### config.mk
export PLATFORM = sky130hd
export DESIGN_NAME = pio_pair
export DESIGN_NICKNAME = d
export VERILOG_FILES = /design/src/pio_pkg.sv /design/src/pio_pair.sv /design/src/pio_cell.sv
export VERILOG_INCLUDE_DIRS = /design/src
export SDC_FILE = /design/constraint.sdc
export NUM_CORES = 1
export LEC_CHECK = 0
export BUFFER_PORTS_ARGS = -buffer_cell sky130_fd_sc_hd__buf_2
export CORE_ASPECT_RATIO = 1.25
export CORE_UTILIZATION = 26
export DETAILED_ROUTE_END_ITERATION = 8
export GPL_ROUTABILITY_DRIVEN = 1
export MAX_ROUTING_LAYER = met4
export SYNTH_ARGS = -nofsm -noshare
export SYNTH_HDL_FRONTEND = slang
export SYNTH_SLANG_ARGS = --single-unit
### constraint.sdc
create_clock -name mclk_i -period 2.9 [get_ports mclk_i]
set_input_delay 0.435 -clock mclk_i [delete_from_list [all_inputs] [get_ports mclk_i]]
set_output_delay 0.435 -clock mclk_i [all_outputs]
set_load 0.02 [all_outputs]
### src/pio_regs.svh
`ifndef PIO_REGS_SVH
`define PIO_REGS_SVH

// ************************************************************
// Register offsets (byte addresses, one word each)
// ************************************************************
`define PIN0_CFG_OFS   12'h000
`define PIN1_CFG_OFS   12'h004
`define PAIR_CFG_OFS   12'h008
`define PIN_STATUS_OFS 12'h00c

// ************************************************************
// Reset values and field positions
// ************************************************************
`define PIN_CFG_RST    10'h000
`define PAIR_CFG_RST   2'h0
`define PAIR_DIFF_BIT  0
`define PAIR_GATE_BIT  1
`define CFG_W          10
`define PAIR_W         2
`define STAT_W         14

// Bank without pull-up resistors
`define NOPU_BANK      2'h3

`endif

### src/pio_pkg.sv
package pio_pkg;

   // Output buffer enable source
   typedef enum logic [1:0] {
      OE_SIGNAL,
      OE_ALWAYS_ON,
      OE_ALWAYS_OFF
   } oe_mode_t;

   // Per pin configuration word, low bit is in_reg
   typedef struct packed {
      logic [1:0] bank;
      logic       out_inv;
      oe_mode_t   oe_mode;
      logic       oe_reg;
      logic       out_reg;
      logic       pu_en;
      logic       hold_ctl;
      logic       in_reg;
   } pin_cfg_t;

   // Pad drive pair: level and enable travel together
   typedef struct packed {
      logic data;
      logic oe;
   } pin_drive_t;

endpackage

### src/pio_pair.sv
`timescale 1ns/10ps
`include "pio_regs.svh"

// Notes on behaviour
// - Differential value follows the true pad; both pins then read that value.
// - Input goes straight to fabric or through an input register.
// - Bank hold freezes fabric value of latch-controlled unregistered inputs.
// - Hold low: follow the pad; hold high: keep last captured value.
// - Latch-bypassed unregistered pins always pass the pad, whatever the hold.
// - Floating pad reads 1 with pull-up on, undefined without.
// - Four bank hold inputs, each acting only on its own bank.
// - Bank hold levels come from fabric logic, not a dedicated pin.
// - Dedicated clock pad feeds the global net, never blocked by hold.
// - Global clock taken from an ordinary pin is blockable by hold.
// - Pull-ups of banks 0 to 2 forced on during configuration.
// - After configuration pull-up follows its bit; bank 3 has none.
// - Pin flops clear at end of configuration; optional inversion of registered output.
// - Output data drives the pad directly or via an output flop.
// - Enable high or unused drives data; enable low gives high-impedance.
// - Enable goes to the buffer directly or through its own register.
// - Buffer can be forced always on or always off by configuration.
// - Registered inputs ignore hold; only strobe or gate freezes them.
// - Capture strobe clocks input flops; launch strobe output and enable.
// - Pair gate enables all pair registers when used, else always on.

module pio_pair #(
   parameter int          NUM_BANKS        = 4,
   parameter int          PINS             = 2,
   parameter bit          BANK3_HAS_PULLUP = 1'b0
) (
   // Clock and reset
   input  wire logic               mclk_i,
   input  wire logic               rstn_i,
   // APB slave
   input  wire logic               psel_i,
   input  wire logic               penable_i,
   input  wire logic               pwrite_i,
   input  wire logic [11:0]        paddr_i,
   input  wire logic [31:0]        pwdata_i,
   output logic      [31:0]        prdata_o,
   output logic                    pready_o,
   output logic                    pslverr_o,
   // Configuration sequencer
   input  wire logic               cfg_busy_i,
   // Fabric side
   input  wire logic [NUM_BANKS-1:0] hold_i,
   input  wire logic [PINS-1:0]    fabric_out_i,
   input  wire logic [PINS-1:0]    fabric_oe_i,
   input  wire logic               capture_clock_rx_i,
   input  wire logic               launch_clock_tx_i,
   input  wire logic               pair_register_gate_i,
   output logic      [PINS-1:0]    fabric_in_o,
   output logic                    diff_rx_o,
   output logic                    pin_clock_net_o,
   // Pads
   input  wire logic [PINS-1:0]    pad_in_i,
   output logic      [PINS-1:0]    pad_out_o,
   output logic      [PINS-1:0]    pad_oe_o,
   output logic      [PINS-1:0]    pullup_en_o,
   input  wire logic               dedicated_clock_pad_i,
   output logic                    global_clock_net_o
);

   // ************************************************************
   // Declarations
   // ************************************************************
   pio_pkg::pin_cfg_t   pin_cfg_ff [PINS];
   pio_pkg::pin_drive_t drive      [PINS];
   logic [`PAIR_W-1:0]  pair_cfg_ff;
   logic [PINS-1:0]     pad_s1_ff;
   logic [PINS-1:0]     pad_s2_ff;
   logic                dclk_s1_ff;
   logic                dclk_s2_ff;
   logic                diff_ff;
   logic                busy_q_ff;
   logic                cfg_done;
   logic                gate_ok;
   logic                cap_en;
   logic                lau_en;
   logic [PINS-1:0]     cell_pad;
   logic [PINS-1:0]     cell_in;
   logic [PINS-1:0]     nxt_pullup;
   logic [PINS-1:0]     pin_hold;
   logic                diff_true_pad;
   logic                diff_complement_pad;
   logic [31:0]         nxt_prdata;
   logic                addr_hit;
   logic                setup_ph;
   logic                wr_take;
   logic [`STAT_W-1:0]  status;

   // ************************************************************
   // Helper functions
   // ************************************************************

   // Pull-up presence depends on bank; bank 3 lacks one on large parts
   function automatic logic bank_has_pu(input logic [1:0] bank);
      bank_has_pu = (bank != `NOPU_BANK) || BANK3_HAS_PULLUP;
   endfunction

   // Address decode, used by write strobe and error answer
   function automatic logic is_mapped(input logic [11:0] a);
      is_mapped = (a == `PIN0_CFG_OFS) || (a == `PIN1_CFG_OFS) ||
                  (a == `PAIR_CFG_OFS) || (a == `PIN_STATUS_OFS);
   endfunction

   // ************************************************************
   // Pad synchronisers
   // ************************************************************

   // Pads are asynchronous; second stage is the only reader of the first
   always_ff @(posedge mclk_i) begin
      if (!rstn_i) begin
         pad_s1_ff  <= '0;
         pad_s2_ff  <= '0;
         dclk_s1_ff <= 1'b0;
         dclk_s2_ff <= 1'b0;
      end else begin
         pad_s1_ff  <= pad_in_i;
         pad_s2_ff  <= pad_s1_ff;
         dclk_s1_ff <= dedicated_clock_pad_i;
         dclk_s2_ff <= dclk_s1_ff;
      end
   end

   // Dedicated clock pad skips hold latch and input logic
   always_ff @(posedge mclk_i) begin
      if (!rstn_i) begin
         global_clock_net_o <= 1'b0;
      end else begin
         global_clock_net_o <= dclk_s2_ff;
      end
   end

   // ************************************************************
   // Differential receiver
   // ************************************************************

   // Pin 1 carries the true signal, pin 0 the complement
   assign diff_true_pad       = pad_s2_ff[1];
   assign diff_complement_pad = pad_s2_ff[0];

   // Equal levels are not a valid differential state; keep last value
   always_ff @(posedge mclk_i) begin
      if (!rstn_i) begin
         diff_ff <= 1'b0;
      end else if (diff_true_pad != diff_complement_pad) begin
         diff_ff <= diff_true_pad;
      end
   end

   // ************************************************************
   // Configuration end and register strobes
   // ************************************************************

   // Falling edge of the busy level marks the end of configuration
   always_ff @(posedge mclk_i) begin
      if (!rstn_i) begin
         busy_q_ff <= 1'b0;
      end else begin
         busy_q_ff <= cfg_busy_i;
      end
   end
   assign cfg_done = busy_q_ff & ~cfg_busy_i;

   // Unused gate leaves the pair registers always enabled
   assign gate_ok = ~pair_cfg_ff[`PAIR_GATE_BIT] |
                    pair_register_gate_i;
   assign cap_en  = capture_clock_rx_i & gate_ok;
   assign lau_en  = launch_clock_tx_i & gate_ok;

   // ************************************************************
   // Pin cells
   // ************************************************************
   genvar gi;
   generate
      for (gi = 0; gi < PINS; gi++) begin : g_pin
         // Each pin picks the hold of its own bank from fabric
         assign pin_hold[gi] = hold_i[pin_cfg_ff[gi].bank];

         // In differential mode both pins see the received value
         assign cell_pad[gi] = pair_cfg_ff[`PAIR_DIFF_BIT] ? diff_ff
                                                          : pad_s2_ff[gi];

         pio_cell u_cell (
            .mclk_i   (mclk_i),
            .rstn_i   (rstn_i),
            .clr_i    (cfg_done),
            .cfg_i    (pin_cfg_ff[gi]),
            .hold_i   (pin_hold[gi]),
            .cap_en_i (cap_en),
            .lau_en_i (lau_en),
            .pad_i    (cell_pad[gi]),
            .out_i    (fabric_out_i[gi]),
            .oe_i     (fabric_oe_i[gi]),
            .fabric_o (cell_in[gi]),
            .drive_o  (drive[gi])
         );

         // Forced on during configuration, then per bit, never in bank 3
         assign nxt_pullup[gi] = bank_has_pu(pin_cfg_ff[gi].bank) &&
                                 (cfg_busy_i ||
                                  pin_cfg_ff[gi].pu_en);
      end
   endgenerate

   // ************************************************************
   // Output registers toward pads and fabric
   // ************************************************************

   // Pad level stays defined when undriven; enable decides high-impedance
   always_ff @(posedge mclk_i) begin
      if (!rstn_i) begin
         pad_out_o <= '0;
         pad_oe_o  <= '0;
      end else begin
         for (int i = 0; i < PINS; i++) begin
            pad_out_o[i] <= drive[i].data;
            pad_oe_o[i]  <= drive[i].oe;
         end
      end
   end

   // Pull-up enables; the bench resolves a floating pad to 1 from these
   always_ff @(posedge mclk_i) begin
      if (!rstn_i) begin
         pullup_en_o <= '1;
      end else begin
         pullup_en_o <= nxt_pullup;
      end
   end

   // Pin 0 input also feeds a global net, so hold can block it
   always_ff @(posedge mclk_i) begin
      if (!rstn_i) begin
         fabric_in_o     <= '0;
         diff_rx_o       <= 1'b0;
         pin_clock_net_o <= 1'b0;
      end else begin
         fabric_in_o     <= cell_in;
         diff_rx_o       <= diff_ff;
         pin_clock_net_o <= cell_in[0];
      end
   end

   // ************************************************************
   // APB slave
   // ************************************************************

   // Zero wait states; read data is loaded in the setup cycle
   assign setup_ph  = psel_i & ~penable_i;
   assign addr_hit  = is_mapped(paddr_i);
   assign pready_o  = 1'b1;
   assign pslverr_o = psel_i & penable_i & ~addr_hit;
   assign wr_take   = psel_i & penable_i & pwrite_i & addr_hit;

   assign status = {pad_oe_o, diff_ff, pullup_en_o, cfg_busy_i,
                    hold_i, pad_s2_ff, cell_in};

   // Read mux; unmapped addresses read as zero
   always_comb begin
      nxt_prdata = '0;
      case (paddr_i)
         `PIN0_CFG_OFS:   nxt_prdata[`CFG_W-1:0]  = pin_cfg_ff[0];
         `PIN1_CFG_OFS:   nxt_prdata[`CFG_W-1:0]  = pin_cfg_ff[1];
         `PAIR_CFG_OFS:   nxt_prdata[`PAIR_W-1:0] = pair_cfg_ff;
         `PIN_STATUS_OFS: nxt_prdata[`STAT_W-1:0] = status;
         default:         nxt_prdata = '0;
      endcase
   end

   // Read data register
   always_ff @(posedge mclk_i) begin
      if (!rstn_i) begin
         prdata_o <= '0;
      end else if (setup_ph && !pwrite_i) begin
         prdata_o <= nxt_prdata;
      end
   end

   // Configuration registers survive the end-of-configuration clear
   always_ff @(posedge mclk_i) begin
      if (!rstn_i) begin
         pin_cfg_ff[0] <= `PIN_CFG_RST;
         pin_cfg_ff[1] <= `PIN_CFG_RST;
         pair_cfg_ff   <= `PAIR_CFG_RST;
      end else if (wr_take) begin
         case (paddr_i)
            `PIN0_CFG_OFS: pin_cfg_ff[0] <= pwdata_i[`CFG_W-1:0];
            `PIN1_CFG_OFS: pin_cfg_ff[1] <= pwdata_i[`CFG_W-1:0];
            `PAIR_CFG_OFS: pair_cfg_ff   <= pwdata_i[`PAIR_W-1:0];
            default:       pair_cfg_ff   <= pair_cfg_ff;
         endcase
      end
   end

   // ************************************************************
   // Checks
   // ************************************************************
   diff_follow_a: assert property (
      @(posedge mclk_i) disable iff (!rstn_i)
      diff_true_pad != diff_complement_pad
      |=> diff_ff == $past(diff_true_pad))
      else $error("differential value not from true pad");

   busy_pullup_a: assert property (
      @(posedge mclk_i) disable iff (!rstn_i)
      cfg_busy_i && pin_cfg_ff[0].bank != `NOPU_BANK
      |=> pullup_en_o[0])
      else $error("pull-up off during configuration");

   bank3_nopu_a: assert property (
      @(posedge mclk_i) disable iff (!rstn_i)
      !BANK3_HAS_PULLUP && pin_cfg_ff[1].bank == `NOPU_BANK
      |=> !pullup_en_o[1])
      else $error("bank 3 pin has pull-up");

   pu_bit_a: assert property (
      @(posedge mclk_i) disable iff (!rstn_i)
      !cfg_busy_i && pin_cfg_ff[0].bank != `NOPU_BANK
      |=> pullup_en_o[0] == $past(pin_cfg_ff[0].pu_en))
      else $error("pull-up not following its bit");

   forced_off_a: assert property (
      @(posedge mclk_i) disable iff (!rstn_i)
      pin_cfg_ff[0].oe_mode == pio_pkg::OE_ALWAYS_OFF
      |=> !pad_oe_o[0])
      else $error("input-only pin driving");

   forced_on_a: assert property (
      @(posedge mclk_i) disable iff (!rstn_i)
      pin_cfg_ff[1].oe_mode == pio_pkg::OE_ALWAYS_ON
      |=> pad_oe_o[1])
      else $error("output-only pin not driving");

   dclk_direct_a: assert property (
      @(posedge mclk_i) disable iff (!rstn_i)
      dclk_s2_ff |=> global_clock_net_o)
      else $error("dedicated clock blocked");

   // Holds on other banks must not freeze a pin whose own bank is free
   bank_hold_a: assert property (
      @(posedge mclk_i) disable iff (!rstn_i)
      !pin_cfg_ff[0].in_reg && !pair_cfg_ff[`PAIR_DIFF_BIT] &&
      !hold_i[pin_cfg_ff[0].bank] |-> cell_in[0] == pad_s2_ff[0])
      else $error("input frozen while own bank not held");

   gate_off_a: assert property (
      @(posedge mclk_i) disable iff (!rstn_i)
      pair_cfg_ff[`PAIR_GATE_BIT] && !pair_register_gate_i
      |-> !cap_en && !lau_en)
      else $error("pair registers enabled while gated");

endmodule

### src/pio_cell.sv
`timescale 1ns/10ps
`include "pio_regs.svh"

module pio_cell (
   // Clock and clear
   input  wire logic               mclk_i,
   input  wire logic               rstn_i,
   input  wire logic               clr_i,
   // Configuration and controls
   input  wire pio_pkg::pin_cfg_t  cfg_i,
   input  wire logic               hold_i,
   input  wire logic               cap_en_i,
   input  wire logic               lau_en_i,
   // Data
   input  wire logic               pad_i,
   input  wire logic               out_i,
   input  wire logic               oe_i,
   output logic                    fabric_o,
   output pio_pkg::pin_drive_t     drive_o
);

   logic in_ff;
   logic latch_ff;
   logic out_ff;
   logic oe_ff;
   logic held;
   logic unreg;
   logic oe_v;

   // ************************************************************
   // Input path
   // ************************************************************

   // Input register runs only on the gated capture strobe
   always_ff @(posedge mclk_i) begin
      if (!rstn_i || clr_i) begin
         in_ff <= 1'b0;
      end else if (cap_en_i) begin
         in_ff <= pad_i;
      end
   end

   // Hold latch: follows pad while hold is low, freezes when high
   always_ff @(posedge mclk_i) begin
      if (!rstn_i) begin
         latch_ff <= 1'b0;
      end else if (!hold_i) begin
         latch_ff <= pad_i;
      end
   end

   // Bypassed pins ignore the hold level entirely
   assign held  = cfg_i.hold_ctl & hold_i;
   assign unreg = held ? latch_ff : pad_i;
   assign fabric_o = cfg_i.in_reg ? in_ff : unreg;

   // ************************************************************
   // Output and enable path
   // ************************************************************

   // Both output-side registers share the launch strobe
   always_ff @(posedge mclk_i) begin
      if (!rstn_i || clr_i) begin
         out_ff <= 1'b0;
         oe_ff  <= 1'b0;
      end else if (lau_en_i) begin
         out_ff <= out_i;
         oe_ff  <= oe_i;
      end
   end

   // Inversion lets an active-low registered output idle high
   assign drive_o.data = cfg_i.out_reg ? (out_ff ^ cfg_i.out_inv)
                                       : out_i;
   assign oe_v = cfg_i.oe_reg ? oe_ff : oe_i;

   // Forced modes override the enable signal
   always_comb begin
      case (cfg_i.oe_mode)
         pio_pkg::OE_ALWAYS_ON:  drive_o.oe = 1'b1;
         pio_pkg::OE_ALWAYS_OFF: drive_o.oe = 1'b0;
         default:                drive_o.oe = oe_v;
      endcase
   end

   // ************************************************************
   // Checks
   // ************************************************************
   hold_keeps_a: assert property (
      @(posedge mclk_i) disable iff (!rstn_i)
      held && $past(held) |-> unreg == $past(unreg))
      else $error("held input changed");
   bypass_pass_a: assert property (
      @(posedge mclk_i) disable iff (!rstn_i)
      !cfg_i.hold_ctl && !cfg_i.in_reg |-> fabric_o == pad_i)
      else $error("bypassed input not following pad");
   end_clear_a: assert property (
      @(posedge mclk_i) disable iff (!rstn_i)
      clr_i |=> !in_ff && !out_ff && !oe_ff)
      else $error("pin flops not cleared");
   in_gated_a: assert property (
      @(posedge mclk_i) disable iff (!rstn_i)
      !cap_en_i && !clr_i |=> $stable(in_ff))
      else $error("input register moved without strobe");
   hiz_off_a: assert property (
      @(posedge mclk_i) disable iff (!rstn_i)
      cfg_i.oe_mode == pio_pkg::OE_SIGNAL && !cfg_i.oe_reg && !oe_i
      |-> !drive_o.oe)
      else $error("driver on while enable low");

endmodule

==> results.cfg <==
[yosys]
synth_cells = 275
syn_area_per_cell_um2 = 10.3
ys.warnings.count = 0
synth_cell_type_count = 37
yosys_register_bits = 62
syn_area_um2 = 2830
synth_seq_area_share = 0.509

[finish]
syn_to_final_growth_pct = 26.6
post_route_cells_drive_above_1_share = 0.301
fin_cells = 481
antenna_cells = 0
fillers = 1085
nNetsFinal = 410

[critical_path]
start_kind = primary input
required_ps = 2470
cp.arrival_ps = 1730
slowest_delay_ps = 670
critical-path-slowest-cell = or4_1
path_buf_inv = 2
rrSetupSlack_ps = 1460
r2r_cells = 4
crit_path_max_fanout = 5
crit_top_cell = buf_2
crit_type = in -> out
worstSetupEndpointType = output port
r2r-end = fabric_in_o[0]$_SDFF_PN0_
path_cells = buf_2 -> or4_1 -> o311a_1 -> buf_2
rr_startpoint = pin_cfg_ff[0][9]$_DFFE_PP_
cp_top_family = simple AND/OR/NAND/NOR gates

[place]
portBuffers = 67
place_congestion = 0.833
dp.cells = 465
pre_cts_slack_ps = 491
hpwl_um = 5020

[routing]
drc = 0
viasPerCell = 4.54
ant_nets = 0
first_pass_iters = 4
drtIter0Drc = 36
drt-total-wl_um = 6860
wl_per_cell_um = 14.3
dr_total_vias = 2183

[clock_network]
insertion_delay_ps = 320
cts.repair.resized = 0
htreeDepth = 3
hold_buffers = 0
clk_pin_slew_ps = 50
cts_setup_buffers = 0
tritoncts = built
numClockSinks = 62
cts_made_buffers = 9
clk_path_buf_depth = 2
clockRootBuffer = clkbuf_16

[global_route]
antenna_found_initial = 0
grt_pass1_vias = 2226
overflow = 0
grt_max_degree = 26
grt_pass1_wl_um = 10800
grt_use_total = 0.133

[floorplanning]
rows = 42
start_util = 0.267
io_pins = 109
core_area_um2 = 10600
floorplan.die.height_um = 119
dieArea_um2 = 11300
die_w_um = 95.4

[min_path]
hold-path-endpoint = pad_s1_ff[0]$_SDFF_PN0_
hp-start = pad_in_i[0]
hp-class = in -> reg
min_path_cells = 2

[sta]
final-setup-viol-count = 0
fin_crit_sh = 0.746
fin_skew_ps = 4.20
hold_ws_ps = 328
worst_pin_slew_ps = 689
rsz0062_at_grt = no
setup_ws_ps = 736
setup-tns-final_ps = 0
post-route-min-period_ps = 2160
drv_slew = 0
slew_headroom = 0.538
fmax_ghz = 0.462
hold_viol_final = 0

[power]
peakVddDrop_mv = 0.310
p_leak_nw = 1.51
p_per_area_nw_per_um2 = 642

[status]
outcome = finished clean

[job]
maxCapViolCount = 0
-- sequential cells by signal, summed over array words and instances, names as in the netlist, 2 cells and up --
name and cells:
fabric_in_o 2, g_pin.u_cell.in_ff 2, g_pin.u_cell.latch_ff 2, g_pin.u_cell.oe_ff 2, g_pin.u_cell.out_ff 2, pad_oe_o 2, pad_out_o 2, pad_s1_ff 2
pad_s2_ff 2, pair_cfg_ff 2, pin_cfg_ff 20, prdata_o 14, pullup_en_o 2
-- worst register-to-register path: cells and delay by family (launching register included) --
kind               cells  cell delay [ps]
DFF                    1              460
AOI/OAI and AO/OA      2              360
muxes                  2              490
-- cell type report --
| cell class | instances | area, um^2 | area share |
|---|---|---|---|
| Timing Repair Buffer | 75 | 395 | 0.110 |
| Multi-Input combinational cell | 190 | 1230 | 0.343 |
| Sequential cell | 62 | 1440 | 0.402 |
| Clock buffer | 11 | 253 | 0.0705 |
| Inverter | 6 | 22.5 | 0.00628 |
| Tap cell | 132 | 165 | 0.0460 |
| Clock inverter | 5 | 81.3 | 0.0227 |
-- worst max path at each step --
stage | cells past startpoint | endpoint | slack (ps) | startpoint
2_1_floorplan | 5 | pin_cfg_ff[0][0]$_DFFE_PP_ | 130 | paddr_i[5]
6_report | 4 | pslverr_o | 740 | paddr_i[5]
3_3_place_gp | 6 | pin_cfg_ff[0][17]$_DFFE_PP_ | 500 | paddr_i[5]
4_1_cts | 4 | pslverr_o | 720 | paddr_i[5]
5_1_grt | 4 | pslverr_o | 690 | paddr_i[5]
3_5_place_dp | 6 | pin_cfg_ff[0][7]$_DFFE_PP_ | 490 | paddr_i[5]
-- stage by stage --
stage          power (mW)   util  cell area, um^2
5_1_grt              2.39  0.338             3590
6_report             2.30  0.338             3590
4_1_cts              2.33  0.338             3590
3_5_place_dp         1.16  0.306             3250
3_3_place_gp         1.16  0.306             3250
2_1_floorplan        1.10      -             2900
-- cells in the mapped netlist (all sizes together) --
cell	instances	area [um^2]
inv	5	18.8
a211oi	6	45.0
a21o	2	15.0
o21ai	9	45.0
clkinv	1	3.75
o2bb2ai	2	17.5
nor4	3	48.8
or3b	1	8.76
a32oi	12	105
clkbuf	11	41.3
buf	23	164
or2	1	6.26
xnor2	2	17.5
o22ai	4	25.0
ha	2	25.0
nand2	17	63.8
or4	3	22.5
a21oi	19	95.1
nor3	2	10.0
nor3b	4	41.3
dfxtp	42	841
edfxtp	20	601
conb	2	7.51
and2	22	138
nand3	15	75.1
mux2	9	101
o311a	1	10.0
nor2b	5	31.3
nand2b	4	25.0
mux2i	14	140
nor2	12	45.0
-- layout by cell type (no fill, tap or decap), types with 6 or more instances in the layout --
master	synthesis	routed
edfxtp_1	20	20
nor2_1	12	12
a21oi_1	19	19
buf_2	2	67
and2_1	21	21
mux2_2	9	9
conb_1	2	19
nand2_1	17	17
dfxtp_1	42	42
mux2i_1	14	14
a211oi_1	6	6
clkbuf_16	0	9
buf_4	20	8
o21ai_0	8	8
nand3_1	15	15
a32oi_1	12	12
-- per-layer routing --
metal | track usage | up-vias | share of wire
li1 | - | 1087 | -
met1 | 0.148 | 1013 | 0.43
met5 | - | - | 0
met3 | 0.0328 | 7 | 0.046
met4 | 0.0541 | 0 | 0.013
met2 | 0.223 | 76 | 0.51
-- power breakdown --
group	switching, mW	leakage [nW]	total, mW	internal (mW)
Sequential	0.0203	0.533	0.950	0.930
Combinational	0.117	0.811	0.189	0.0724
Clock	0.366	0.162	1.16	0.798
-- logic make-up (layout without fill, tap and decap cells) --
kind of cell,Yosys count,after routing,share of synthesized area
compound gates,55,55,0.126
xor+xnor,2,2,0.00618
fa+ha+maj,2,2,0.00883
buf+inv,40,97,0.0804
flops,62,62,0.509
mux,23,23,0.0852
other cells,2,19,0.00265
simple gates,89,89,0.182
(Power assumes the default switching activity.)
